[config.mk]
export PLATFORM = sky130hd
export DESIGN_NAME = bic_top
export DESIGN_NICKNAME = d
export VERILOG_FILES = /design/src/bic_pkg.sv /design/src/bic_source.sv /design/src/bic_top.sv
export SDC_FILE = /design/constraint.sdc
export NUM_CORES = 2
export LEC_CHECK = 0
export BUFFER_PORTS_ARGS = -buffer_cell sky130_fd_sc_hd__buf_2
export CAP_MARGIN = 10
export CORE_UTILIZATION = 25
export CTS_BUF_LIST = sky130_fd_sc_hd__clkbuf_8
export CTS_CLUSTER_SIZE = 10
export DETAILED_ROUTE_END_ITERATION = 12
export PLACE_DENSITY = 0.48
export SETUP_SLACK_MARGIN = 0.3
export SLEW_MARGIN = 25
export SYNTH_ARGS = -nofsm -noshare
export SYNTH_HDL_FRONTEND = slang
export SYNTH_SLANG_ARGS = --single-unit
[constraint.sdc]
create_clock -name ref_clk -period 45.2 [get_ports ref_clk]
set_input_delay 0 -clock ref_clk [delete_from_list [all_inputs] [get_ports ref_clk]]
set_output_delay 0 -clock ref_clk [all_outputs]
set_load 0.05 [all_outputs]
[src/bic_pkg.sv]
// Purpose: Shared constants for the board interrupt controller.
// Assumes: APB slave with 32-bit data, 100 MHz ref_clk.
// Notes: Sixty-four interrupt sources spread over register pairs.
package bic_pkg;
  localparam int unsigned BIC_NSRC = 64;
  localparam int unsigned BIC_NEXT = 12;
  localparam logic [11:0] BIC_ADDR_STATUS = 12'h000;
  localparam logic [11:0] BIC_ADDR_FWREV = 12'h004;
  localparam logic [11:0] BIC_ADDR_IDENT = 12'h008;
  localparam logic [11:0] BIC_ADDR_EN1 = 12'h010;
  localparam logic [11:0] BIC_ADDR_EN2 = 12'h014;
  localparam logic [11:0] BIC_ADDR_REQ1 = 12'h020;
  localparam logic [11:0] BIC_ADDR_REQ2 = 12'h024;
  localparam logic [11:0] BIC_ADDR_CLR1 = 12'h030;
  localparam logic [11:0] BIC_ADDR_CLR2 = 12'h034;
  localparam logic [11:0] BIC_ADDR_ARM1 = 12'h040;
  localparam logic [11:0] BIC_ADDR_ARM2 = 12'h044;
  localparam logic [11:0] BIC_ADDR_LVL1 = 12'h050;
  localparam logic [11:0] BIC_ADDR_LVL2 = 12'h054;
  localparam logic [11:0] BIC_ADDR_POL1 = 12'h060;
  localparam logic [11:0] BIC_ADDR_POL2 = 12'h064;
  localparam logic [11:0] BIC_ADDR_RT1 = 12'h070;
  localparam logic [11:0] BIC_ADDR_RT2 = 12'h074;
  localparam logic [11:0] BIC_ADDR_RT3 = 12'h078;
  localparam logic [11:0] BIC_ADDR_ISTAT = 12'h100;
  localparam logic [11:0] BIC_ADDR_IEN = 12'h104;
  localparam logic [11:0] BIC_ADDR_ICLR = 12'h108;
  localparam int unsigned BIC_IDENT_BIT = 7;
  localparam int unsigned BIC_STAT_IRQ_BIT = 0;
  localparam int unsigned BIC_STAT_IDENT_BIT = 1;
  localparam logic [15:0] BIC_FW_REV = 16'h0100;  // Arbitrary revision value.
  localparam logic [15:0] BIC_FW_OPTIONS = 16'h0000;  // Arbitrary options value.
  localparam int unsigned BIC_CLK_HZ = 100_000_000;
  localparam int unsigned BIC_BLINK_MS = 500;
  localparam int unsigned BIC_BLINK_CYC = BIC_CLK_HZ / 1000 * BIC_BLINK_MS;
  localparam int unsigned BIC_NEV = 2;
  localparam int unsigned BIC_EV_PEND = 0;
  localparam int unsigned BIC_EV_EXT = 1;
  typedef enum logic [1:0] {
    BIC_LED_OFF = 2'b00,
    BIC_LED_GREEN = 2'b01,
    BIC_LED_RED = 2'b10
  } bic_led_t;
endpackage

[src/bic_source.sv]
// Purpose: One interrupt source detector with sticky pending flag.
// Assumes: src_raw is already synchronised to ref_clk.
// Notes: Set wins over clear in the same cycle.
`timescale 1ns/100ps
`default_nettype none
module bic_source (
  // Clock and reset.
  input wire logic ref_clk,
  input wire logic sys_rst,
  // Source and controls.
  input wire logic src_raw,
  input wire logic sw_req,
  input wire logic clr,
  input wire logic arm,
  input wire logic level_mode,
  input wire logic pol_high,
  // Result.
  output logic pending
);
  logic prev_act;
  logic act;
  logic edge_hit;
  logic hit;

  assign act = pol_high ? src_raw : ~src_raw;
  assign edge_hit = act & ~prev_act & arm;
  assign hit = (level_mode ? act : edge_hit) | sw_req;

  always_ff @(posedge ref_clk or posedge sys_rst) begin
    if (sys_rst) begin
      // A low pin under the default low polarity is active, so no false edge follows reset.
      prev_act <= 1'b1;
    end else begin
      prev_act <= act;
    end
  end

  // Pending holds until cleared; a new hit in the clear cycle survives.
  always_ff @(posedge ref_clk or posedge sys_rst) begin
    if (sys_rst) begin
      pending <= 1'b0;
    end else if (hit) begin
      pending <= 1'b1;
    end else if (clr) begin
      pending <= 1'b0;
    end
  end
endmodule
`default_nettype wire

[src/bic_top.sv]
// Purpose: Board interrupt controller with APB registers, routing and identify blink.
// Assumes: APB master per the usual protocol; irq_src inputs are asynchronous pins.
// Notes: Zero wait state slave; pslverr flags unmapped addresses.
//
// The APB interface to the registers was decided locally.
`timescale 1ns/100ps
`default_nettype none
module bic_top
  import bic_pkg::*;
#(
  parameter int unsigned BLINK_CYC = BIC_BLINK_CYC
) (
  // Clock and reset.
  input wire logic ref_clk,
  input wire logic sys_rst,
  // APB slave.
  input wire logic psel,
  input wire logic penable,
  input wire logic pwrite,
  input wire logic [11:0] paddr,
  input wire logic [31:0] pwdata,
  output logic [31:0] prdata,
  output logic pready,
  output logic pslverr,
  // Interrupt sources and outputs.
  input wire logic [63:0] irq_src,
  output logic [63:0] irq_out,
  output logic [11:0] ext_irq,
  output logic host_irq,
  // Status LEDs.
  input wire logic board_ok,
  output logic [1:0] led
);
  logic [63:0] src_s1;
  logic [63:0] src_s2;
  logic [63:0] enable;
  logic [63:0] arm;
  logic [63:0] level_sel;
  logic [63:0] pol_sel;
  logic [63:0] pending;
  logic [63:0] sw_req;
  logic [63:0] clr;
  logic [5:0] route [BIC_NEXT];
  logic ident_on;
  logic [31:0] blink_cnt;
  logic blink_ph;
  logic [BIC_NEV-1:0] ev_stat;
  logic [BIC_NEV-1:0] ev_en;
  logic [BIC_NEV-1:0] ev_hit;
  logic [BIC_NEV-1:0] ev_clr;
  logic [11:0] next_ext;
  logic [11:0] prev_ext;
  logic wr;
  logic rd;
  logic [31:0] next_rdata;
  logic next_err;
  logic [63:0] rt_word;
  logic ok_s1;
  logic ok_s2;

  assign wr = psel & penable & pwrite & pready;
  assign rd = psel & ~penable & ~pwrite;

  always_ff @(posedge ref_clk or posedge sys_rst) begin
    if (sys_rst) begin
      src_s1 <= 64'h0;
      src_s2 <= 64'h0;
    end else begin
      src_s1 <= irq_src;
      src_s2 <= src_s1;
    end
  end

  always_ff @(posedge ref_clk or posedge sys_rst) begin
    if (sys_rst) begin
      ok_s1 <= 1'b0;
      ok_s2 <= 1'b0;
    end else begin
      ok_s1 <= board_ok;
      ok_s2 <= ok_s1;
    end
  end

  // Software request and clear are single-cycle strobes from register writes.
  always_comb begin
    sw_req = 64'h0;
    clr = 64'h0;
    if (wr && paddr == BIC_ADDR_REQ1) begin
      sw_req[31:0] = pwdata;
    end else if (wr && paddr == BIC_ADDR_REQ2) begin
      sw_req[63:32] = pwdata;
    end else if (wr && paddr == BIC_ADDR_CLR1) begin
      clr[31:0] = pwdata;
    end else if (wr && paddr == BIC_ADDR_CLR2) begin
      clr[63:32] = pwdata;
    end
  end

  for (genvar i = 0; i < BIC_NSRC; i++) begin : g_src
    bic_source u_src (
      .ref_clk(ref_clk),
      .sys_rst(sys_rst),
      .src_raw(src_s2[i]),
      .sw_req(sw_req[i]),
      .clr(clr[i]),
      .arm(arm[i]),
      .level_mode(level_sel[i]),
      .pol_high(pol_sel[i]),
      .pending(pending[i])
    );
  end

  always_ff @(posedge ref_clk or posedge sys_rst) begin
    if (sys_rst) begin
      enable <= 64'h0;
      arm <= 64'h0;
      level_sel <= 64'h0;
      pol_sel <= 64'h0;
      ident_on <= 1'b0;
      ev_en <= '0;
    end else if (wr) begin
      if (paddr == BIC_ADDR_EN1) begin
        enable[31:0] <= pwdata;
      end else if (paddr == BIC_ADDR_EN2) begin
        enable[63:32] <= pwdata;
      end else if (paddr == BIC_ADDR_ARM1) begin
        arm[31:0] <= pwdata;
      end else if (paddr == BIC_ADDR_ARM2) begin
        arm[63:32] <= pwdata;
      end else if (paddr == BIC_ADDR_LVL1) begin
        level_sel[31:0] <= pwdata;
      end else if (paddr == BIC_ADDR_LVL2) begin
        level_sel[63:32] <= pwdata;
      end else if (paddr == BIC_ADDR_POL1) begin
        pol_sel[31:0] <= pwdata;
      end else if (paddr == BIC_ADDR_POL2) begin
        pol_sel[63:32] <= pwdata;
      end else if (paddr == BIC_ADDR_IDENT) begin
        ident_on <= pwdata[BIC_IDENT_BIT];
      end else if (paddr == BIC_ADDR_IEN) begin
        ev_en <= pwdata[BIC_NEV-1:0];
      end
    end
  end

  // Routing: six-bit source numbers, four per register, top two bits reserved.
  for (genvar j = 0; j < BIC_NEXT; j++) begin : g_route
    localparam int unsigned RW = j / 4;
    localparam int unsigned RB = (j % 4) * 8;
    always_ff @(posedge ref_clk or posedge sys_rst) begin
      if (sys_rst) begin
        route[j] <= 6'h00;
      end else if (wr && paddr == (BIC_ADDR_RT1 + 12'(RW * 4))) begin
        route[j] <= pwdata[RB +: 6];
      end
    end
    assign next_ext[j] = pending[route[j]] & enable[route[j]];
  end

  always_ff @(posedge ref_clk or posedge sys_rst) begin
    if (sys_rst) begin
      irq_out <= 64'h0;
      ext_irq <= 12'h000;
      prev_ext <= 12'h000;
    end else begin
      irq_out <= pending & enable;
      ext_irq <= next_ext;
      prev_ext <= next_ext;
    end
  end

  // Summary events: the first enabled pending rises while none was set, or any connector output rises.
  assign ev_hit[BIC_EV_PEND] = |(pending & enable) & ~|irq_out;
  assign ev_hit[BIC_EV_EXT] = |(next_ext & ~prev_ext);
  assign ev_clr = (wr && paddr == BIC_ADDR_ICLR) ? pwdata[BIC_NEV-1:0] : '0;

  always_ff @(posedge ref_clk or posedge sys_rst) begin
    if (sys_rst) begin
      ev_stat <= '0;
    end else begin
      ev_stat <= ev_hit | (ev_stat & ~ev_clr);
    end
  end

  always_ff @(posedge ref_clk or posedge sys_rst) begin
    if (sys_rst) begin
      host_irq <= 1'b0;
    end else begin
      host_irq <= |(ev_stat & ev_en);
    end
  end

  // Blink timer: toggles every half second, giving one red/green cycle per second.
  always_ff @(posedge ref_clk or posedge sys_rst) begin
    if (sys_rst) begin
      blink_cnt <= 32'h0;
      blink_ph <= 1'b0;
    end else if (!ident_on) begin
      blink_cnt <= 32'h0;
      blink_ph <= 1'b0;
    end else if (blink_cnt == BLINK_CYC - 1) begin
      blink_cnt <= 32'h0;
      blink_ph <= ~blink_ph;
    end else begin
      blink_cnt <= blink_cnt + 32'h1;
    end
  end

  always_ff @(posedge ref_clk or posedge sys_rst) begin
    if (sys_rst) begin
      led <= BIC_LED_OFF;
    end else if (ident_on) begin
      led <= blink_ph ? BIC_LED_GREEN : BIC_LED_RED;
    end else begin
      led <= ok_s2 ? BIC_LED_GREEN : BIC_LED_RED;
    end
  end

  assign rt_word = {2'h0, route[11], 2'h0, route[10], 2'h0, route[9], 2'h0, route[8],
                    2'h0, route[7], 2'h0, route[6], 2'h0, route[5], 2'h0, route[4]};

  // Read decode; write-only registers read as zero.
  always_comb begin
    next_rdata = 32'h0;
    next_err = 1'b0;
    if (paddr == BIC_ADDR_STATUS) begin
      next_rdata[BIC_STAT_IRQ_BIT] = host_irq;
      next_rdata[BIC_STAT_IDENT_BIT] = ident_on;
    end else if (paddr == BIC_ADDR_FWREV) begin
      next_rdata = {BIC_FW_OPTIONS, BIC_FW_REV};
    end else if (paddr == BIC_ADDR_IDENT) begin
      next_rdata[BIC_IDENT_BIT] = ident_on;
    end else if (paddr == BIC_ADDR_EN1) begin
      next_rdata = enable[31:0];
    end else if (paddr == BIC_ADDR_EN2) begin
      next_rdata = enable[63:32];
    end else if (paddr == BIC_ADDR_REQ1) begin
      next_rdata = pending[31:0];
    end else if (paddr == BIC_ADDR_REQ2) begin
      next_rdata = pending[63:32];
    end else if (paddr == BIC_ADDR_CLR1 || paddr == BIC_ADDR_CLR2 || paddr == BIC_ADDR_ICLR) begin
      next_rdata = 32'h0;
    end else if (paddr == BIC_ADDR_ARM1) begin
      next_rdata = arm[31:0];
    end else if (paddr == BIC_ADDR_ARM2) begin
      next_rdata = arm[63:32];
    end else if (paddr == BIC_ADDR_LVL1) begin
      next_rdata = level_sel[31:0];
    end else if (paddr == BIC_ADDR_LVL2) begin
      next_rdata = level_sel[63:32];
    end else if (paddr == BIC_ADDR_POL1) begin
      next_rdata = pol_sel[31:0];
    end else if (paddr == BIC_ADDR_POL2) begin
      next_rdata = pol_sel[63:32];
    end else if (paddr == BIC_ADDR_RT1) begin
      next_rdata = {2'h0, route[3], 2'h0, route[2], 2'h0, route[1], 2'h0, route[0]};
    end else if (paddr == BIC_ADDR_RT2) begin
      next_rdata = rt_word[31:0];
    end else if (paddr == BIC_ADDR_RT3) begin
      next_rdata = rt_word[63:32];
    end else if (paddr == BIC_ADDR_ISTAT) begin
      next_rdata[BIC_NEV-1:0] = ev_stat;
    end else if (paddr == BIC_ADDR_IEN) begin
      next_rdata[BIC_NEV-1:0] = ev_en;
    end else begin
      next_err = 1'b1;
    end
  end

  // Answer is ready in the first access cycle; read data captured at setup.
  always_ff @(posedge ref_clk or posedge sys_rst) begin
    if (sys_rst) begin
      prdata <= 32'h0;
      pready <= 1'b0;
      pslverr <= 1'b0;
    end else begin
      pready <= psel & ~penable;
      pslverr <= psel & ~penable & next_err;
      if (rd) begin
        prdata <= next_rdata;
      end
    end
  end

  // Checks.
  ident_led_a: assert property (@(posedge ref_clk) disable iff (sys_rst)
    ident_on && $past(ident_on) |-> led != BIC_LED_OFF && led == ($past(blink_ph) ? BIC_LED_GREEN : BIC_LED_RED))
    else $error("identify blink led mismatch");
  norm_led_a: assert property (@(posedge ref_clk) disable iff (sys_rst)
    !ident_on |=> blink_ph == 1'b0)
    else $error("blink not stopped");
  gate_out_a: assert property (@(posedge ref_clk) disable iff (sys_rst)
    ##1 irq_out == ($past(pending) & $past(enable)))
    else $error("interrupt output not gated by enable");
  sw_req_a: assert property (@(posedge ref_clk) disable iff (sys_rst)
    wr && paddr == BIC_ADDR_REQ1 && pwdata[0] |=> pending[0])
    else $error("software request not pending");
  clr_pend_a: assert property (@(posedge ref_clk) disable iff (sys_rst)
    wr && paddr == BIC_ADDR_CLR1 && pwdata[0] && !level_sel[0] && !sw_req[0] && !arm[0] |=> !pending[0])
    else $error("clear did not remove request");
  unarmed_a: assert property (@(posedge ref_clk) disable iff (sys_rst)
    !pending[1] && !arm[1] && !level_sel[1] && !sw_req[1] |=> !pending[1])
    else $error("unarmed edge captured");
  hold_pend_a: assert property (@(posedge ref_clk) disable iff (sys_rst)
    pending[2] && !clr[2] |=> pending[2])
    else $error("pending dropped without clear");
  route_out_a: assert property (@(posedge ref_clk) disable iff (sys_rst)
    ##1 ext_irq[0] == $past(pending[route[0]] & enable[route[0]]))
    else $error("routed output mismatch");
  fw_word_a: assert property (@(posedge ref_clk) disable iff (sys_rst)
    rd && paddr == BIC_ADDR_FWREV |=> prdata == {BIC_FW_OPTIONS, BIC_FW_REV})
    else $error("firmware word wrong");
  host_irq_a: assert property (@(posedge ref_clk) disable iff (sys_rst)
    ##1 host_irq == |($past(ev_stat) & $past(ev_en)))
    else $error("host interrupt mismatch");
  pend_read_a: assert property (@(posedge ref_clk) disable iff (sys_rst)
    rd && paddr == BIC_ADDR_REQ1 |=> prdata == $past(pending[31:0]))
    else $error("pending word read wrong");
  level_high_a: assert property (@(posedge ref_clk) disable iff (sys_rst)
    level_sel[4] && pol_sel[4] && src_s2[4] |=> pending[4])
    else $error("active high level not pending");
  level_low_a: assert property (@(posedge ref_clk) disable iff (sys_rst)
    level_sel[36] && !pol_sel[36] && !src_s2[36] |=> pending[36])
    else $error("active low level not pending");
  norm_status_a: assert property (@(posedge ref_clk) disable iff (sys_rst)
    !ident_on |=> led == ($past(ok_s2) ? BIC_LED_GREEN : BIC_LED_RED))
    else $error("normal led status wrong");
  zero_wait_a: assert property (@(posedge ref_clk) disable iff (sys_rst)
    psel && !penable |=> pready)
    else $error("apb answer late");
  cov_level_c: cover property (@(posedge ref_clk) level_sel[4] && src_s2[4] ##1 pending[4]);
  cov_swreq_c: cover property (@(posedge ref_clk) wr && paddr == BIC_ADDR_REQ1 ##1 pending[0]);
  cov_ident_c: cover property (@(posedge ref_clk) ident_on ##1 blink_ph);
  cov_ext_c: cover property (@(posedge ref_clk) ext_irq != 12'h000);
  cov_err_c: cover property (@(posedge ref_clk) pslverr);
endmodule
`default_nettype wire

# Yosys cells after proc, flatten, opt, wreduce, memory -nomap -nowiden
# Index checks and enable logic that the tools add are counted.
dict set report totals {
  register_bits 737
  elab_cells 1009
  output_inout_bits 113
  input_bits 114
}
dict set report op_classes {
  n_reduce_logical 90
  eq_ne 22
  bitwise_logic 358
  n_mux 362
  addsub 1
  order_cmp 12
}
# op n
set ops {}
lappend ops {{32-bit two-way mux} 20}
lappend ops {{1-bit two-way mux} 302}
lappend ops {{1-bit AND} 147}
lappend ops {{1-bit binary-select mux with 6-bit select} 24}
lappend ops {{1-bit inverter} 140}
lappend ops {{64-bit two-way mux} 2}
lappend ops {{2-bit nonzero test} 64}
lappend ops {{64-bit OR reduction} 2}
lappend ops {{12-bit by 7-bit equality test with 1-bit output (second input constant)} 9}
lappend ops {{30-bit two-way mux} 3}
lappend ops {{6-bit by 7-bit < comparator with 1-bit output (second input constant)} 12}
lappend ops {{64-bit AND} 1}
lappend ops {{1-bit bitwise OR} 64}
lappend ops {{12-bit by 6-bit equality test with 1-bit output (second input constant)} 4}
lappend ops {{12-bit by 9-bit equality test with 1-bit output (second input constant)} 3}
lappend ops {{32-bit by 1-bit adder with 32-bit output (second input constant)} 1}
lappend ops {{32-bit by 26-bit equality test with 1-bit output (second input constant)} 1}
lappend ops {{28-bit two-way mux} 1}
lappend ops {{12-bit by 5-bit equality test with 1-bit output (second input constant)} 2}
lappend ops {{24-bit two-way mux} 1}
lappend ops {{2-bit two-way mux} 8}
lappend ops {{12-bit AND} 1}
lappend ops {{12-bit by 3-bit equality test with 1-bit output (second input constant)} 1}
lappend ops {{12-bit by 4-bit equality test with 1-bit output (second input constant)} 1}
lappend ops {{22 further kinds} 31}

# Longest topological paths before layout
dict set report logic_depth {
  depth_word 21
  depth_mapped 11
  depth_no_buf 9
}

# Cells and area by module
# From an unflattened synthesis, not the netlist that was laid out.
dict set report unflattened {
  cells_unflattened 3399
  area_unflattened_um2 38644.6
}
# module instances seq_area_each_um2 area_per_inst_um2 cells_each
set by_module_without_submodules {}
lappend by_module_without_submodules {bic_top 1 15239.6 32558.7 2823}
lappend by_module_without_submodules {bic_source 64 51.3 95.1 9}

# Worst setup path after synthesis
# OpenSTA, ideal clock, no wires.
dict set report synth_path {
  kind {reg2reg}
  from {register route[18] (netlist name)}
  to {register ev_stat[1]}
  t_arrival_ps 2255
  path_slack_ps 42805
  synth_period_minus_slack_ps 2395
  required_time_ps 45060
  path_stages_with_launch 10
  setup_time_ps 140
  path_buffers 2
  cell_sequence {dfrtp_1 > buf_2 > buf_2 > mux4_2 > a41oi_1 > nand2_1 > nor3_1 > o32ai_1 > nor4_1 > nand4_1}
}
dict set report synth_via {
  elab_chain_cells 6
  word_cells_on_any_way 8
  cone_classes {4 x mux; 3 x bitwise; 1 x reduce/logical}
}
# element line_no
set synth_rtl {}
lappend synth_rtl {{from (decl)} bic_top.sv:43} ;# logic [5:0] route [BIC_NEXT];
lappend synth_rtl {{from (signal, indexed assignment)} bic_top.sv:154} ;# route[j] <= pwdata[RB +: 6];
lappend synth_rtl {{1-bit binary-select mux with 6-bit select} bic_top.sv:157} ;# assign next_ext[j] = pending[route[j]] & enable[route[j]];
lappend synth_rtl {{1-bit two-way mux (not written as such)} bic_top.sv:157}
lappend synth_rtl {{1-bit AND (*)} bic_top.sv:157}
lappend synth_rtl {{12-bit AND (*)} bic_top.sv:174} ;# assign ev_hit[BIC_EV_EXT] = |(next_ext & ~prev_ext);
lappend synth_rtl {{12-bit OR reduction (*)} bic_top.sv:174}
lappend synth_rtl {{2-bit bitwise OR (*)} bic_top.sv:181} ;# ev_stat <= ev_hit | (ev_stat & ~ev_clr);
lappend synth_rtl {{to (signal assigned)} bic_top.sv:181}
lappend synth_rtl {{to (decl)} bic_top.sv:47} ;# logic [BIC_NEV-1:0] ev_stat;
# Mark *: on every way between the ends. The rest lies on a longest branch, timed or not. The select of a mux whose other input is x is not followed.
# A chain may end at the register's enable or synchronous reset.

==> results.json <==
{
  "rr_worst_depth": 8,
  "synth_fa_ha_area_frac": 0.000337,
  "antenna_found_initial": 11,
  "irDropWorstVdd_uv": 26.1,
  "post_cts_buffers": 0,
  "cts_buffers": 137,
  "clkTransAtPathRegs_ns": 0.05,
  "start_kind": "input port",
  "crit_cells": 9,
  "port_buffers": 226,
  "path_class": "in2async",
  "design_area_um2": 45200,
  "synth_top_family_by_area": "multiplexers",
  "rows": 141,
  "crit_buf_inv": 9,
  "worstPathMaxFanout": 125,
  "overflow": 0,
  "wl_per_cell_um": 27.9,
  "ys.flop_type": "dfrtp_1",
  "synth_area_leader_cell": "dfrtp_1",
  "floorplan.initialDensity": 0.251,
  "grt.total_usage": 0.207,
  "drc": 0,
  "cp-end-kind": "async pin",
  "ys_seq_elements": 737,
  "maxSlewHeadroom": 0.268,
  "viasPerCell": 5.41,
  "setup_viol_count_final": 0,
  "hold_viol": 0,
  "hold_path.class": "in2reg",
  "fmax_mhz": 217,
  "boundaryPins": 227,
  "finClkSkew_ns": 0.0566,
  "rsz0062_at_grt": "no",
  "synth_top_area_frac": 0.454,
  "cp.arrival_ns": 5.42,
  "grt_pass1_wl_um": 228000,
  "status": "finished clean",
  "synth_area_leaders": "dfrtp_1 45%, mux4_2 9.8%, mux2_2 7.1%",
  "firstDrtPassIters": 6,
  "routed_wl_um": 158000,
  "crit_top_cell": "buf_4",
  "synth_mux_area_frac": 0.206,
  "area_growth_pct": 21.7,
  "drt-initial-drc-count": 3887,
  "place_hpwl_um": 112000,
  "die_h_um": 387,
  "endpoint": "src_s1[13]",
  "max_slew.worst_pin.slew_ns": 1.10,
  "cts_sinks": 737,
  "synth_cells": 3204,
  "synth-edff-count": 0,
  "htreeDepth": 4,
  "tns_ns": 0,
  "holdWs_ns": 0.141,
  "ant_nets": 0,
  "die_x_um": 387,
  "r2r_slack_ns": 41.30,
  "syn_avg_cell_area_um2": 11.6,
  "critPathRequiredTime_ns": 46.01,
  "via_count": 30600,
  "grt_start_max_net_pins": 163,
  "cts_tree": "built",
  "fp.dieArea_um2": 150000,
  "cp_top_family": "buffers and inverters",
  "yosys.area_share.simple": 0.116,
  "first_global_vias": 30500,
  "ctsLongestPathBuffers": 3,
  "report.final.slew_viol_count": 0,
  "p_per_area_nw_per_um2": 31.3,
  "post-route-period-util": 0.102,
  "ys_seq_area_frac": 0.499,
  "nNetsFinal": 3716,
  "path_cells": "dlygate4sd3_1 -> buf_2 -> dlygate4sd3_1 -> inv_8 -> buf_6 -> buf_4 -> buf_12 -> buf_4 -> buf_4",
  "gp_congestion": 0.996,
  "yosys_warnings": 0,
  "r2r_end": "ev_stat[1]",
  "worstSetupStartpoint": "sys_rst",
  "synth_compound_area_frac": 0.119,
  "synthArstFlopShare": 1.00,
  "core_um2": 148000,
  "slowest_delay_ns": 0.86,
  "synth_area_um2": 37100,
  "min_period_ns": 4.61,
  "placed_cell_area_um2": 40400,
  "cts_root_buf": "clkbuf_8",
  "synth_nets": 3319,
  "slowest_stage": "buf_4",
  "clock_latency_ns": 0.87,
  "drive_gt1_frac": 0.272,
  "yosys.area_share.xor_xnor": 0.0224,
  "ys_types": 87,
  "p_leak_uw": 0.0196,
  "maxCapViolCount": 0,
  "r2r_start": "route[49]"
}
[metrics by stage]
| stage | cells | setup slack [ns] | utilization | total power, uW |
|---|---|---|---|---|
| finish | 5651 | 40.59 | 0.306 | 1420 |
| global route | 5646 | 39.85 | 0.306 | 1470 |
| CTS | 5639 | 39.69 | 0.306 | 1440 |
| detailed placement | 5205 | 39.92 | 0.273 | 734 |
| global placement | 5205 | 39.95 | 0.273 | 734 |
| floorplan | 3204 | 24.63 | - | 711 |
[layer usage]
| layer | global-route usage | vias up | part of all wire | wire, um |
|---|---|---|---|---|
| met5 | 0 | - | 0.00023 | 36 |
| met4 | 0.0817 | 6 | 0.039 | 6160 |
| met3 | 0.0457 | 373 | 0.090 | 14200 |
| met2 | 0.307 | 1702 | 0.44 | 68500 |
| met1 | 0.292 | 15700 | 0.44 | 68600 |
| li1 | - | 12800 | - | - |
[logic make-up after synthesis]
family / count (synthesis)
AO/OA/AOI/OAI: 653
XOR/XNOR: 95
adder cells (fa/ha/maj): 1
buffers and inverters: 332
flip-flops: 737
multiplexers: 520
AND/OR/NAND/NOR: 866
[repair_timing]
action | in CTS | in global routing
resized for setup | 0 | 0
hold buffers | 185 | 0
endpoints found under the setup margin | 0 | 0
hold endpoints to repair | 599 | 0
[worst min-delay path, cell delays in order]
cell	delay, ns
dlygate4sd3_1	0.53
buf_2	0.22
nand2_1	0.09
a22oi_1	0.06
nand2_1	0.06
[worst min-delay path by stage]
stage | startpoint | to | cells past startpoint
3_3_place_gp | irq_src[37] | src_s1[37] | 1
6_report | pwdata[27] | g_src[59].u_src.pending | 5
2_1_floorplan | board_ok | ok_s1 | 0
4_1_cts | pwdata[15] | g_src[47].u_src.pending | 5
5_1_grt | pwdata[6] | level_sel[38] | 3
3_5_place_dp | irq_src[62] | src_s1[62] | 1
[state kept, by name, summed over array words and instances (netlist names), 2 cells and up]
| signal | cells |
|---|---|
| arm | 64 |
| blink_cnt | 32 |
| enable | 64 |
| ev_en | 2 |
| ev_stat | 2 |
| g_src.u_src.pending | 64 |
| g_src.u_src.prev_act | 64 |
| irq_out | 64 |
| led | 2 |
| level_sel | 64 |
| pol_sel | 64 |
| prdata | 32 |
| prev_ext | 12 |
| route | 72 |
| src_s1 | 64 |
| src_s2 | 64 |
[area by class of cell]
type / count / area (um2)
flip-flops and latches: 737 / 18500
diodes: 10 / 25.0
clock buffers: 168 / 2310
inverters: 95 / 364
well taps: 1930 / 2410
fillers: 15100 / 102000
clock inverters: 81 / 599
multi-input cells: 2135 / 17300
repair buffers: 495 / 3650
[power by group]
group / switching, uW / leakage [uW] / internal, uW / total [uW]
combinational: 37.2 / 0.00854 / 20.1 / 57.3
clock: 307 / 0.00167 / 375 / 681
sequential: 4.51 / 0.00942 / 672 / 677
[cells in the mapped netlist (8+ instances only)]
cell type  instances
a221o_1           27
a221oi_1          23
nor3_1            26
a222oi_1          10
nand2_1          308
nand2b_1          12
buf_2             44
o21ai_1           18
o31ai_1            9
nand3b_1          12
buf_1             16
nor2b_1           88
o221ai_1          14
a31oi_1           22
xor2_1            20
mux2_2           235
buf_4             17
and3_1            16
nand3_1           78
a311oi_1           8
dfrtp_1          673
mux2_1           100
o22ai_1           33
a21oi_1           91
a22oi_1          109
clkbuf_1         158
mux2i_1           24
dfstp_2           64
o21ai_0          160
nor2_1           161
o2111ai_1         12
a211oi_1          20
a2111oi_0         10
xnor2_1           75
nor4_1            39
inv_1             94
nand4_1           51
mux4_2           161
or3_1             10
o211ai_1          24
[placed cells by master, fill, tap and decap left out, types with 75 or more instances in the layout]
| cell type | n |
|---|---|
| nor2b_1 | 88 |
| a21oi_1 | 91 |
| nand2_1 | 307 |
| nand3_1 | 77 |
| mux2_2 | 235 |
| dlygate4sd3_1 | 185 |
| a22oi_1 | 109 |
| mux4_2 | 161 |
| inv_1 | 143 |
| nor2_1 | 156 |
| dfrtp_1 | 672 |
| clkbuf_8 | 168 |
| xnor2_1 | 75 |
| o21ai_0 | 160 |
| buf_4 | 79 |
| mux2_1 | 100 |
| buf_2 | 227 |
(Power assumes the default switching activity.)
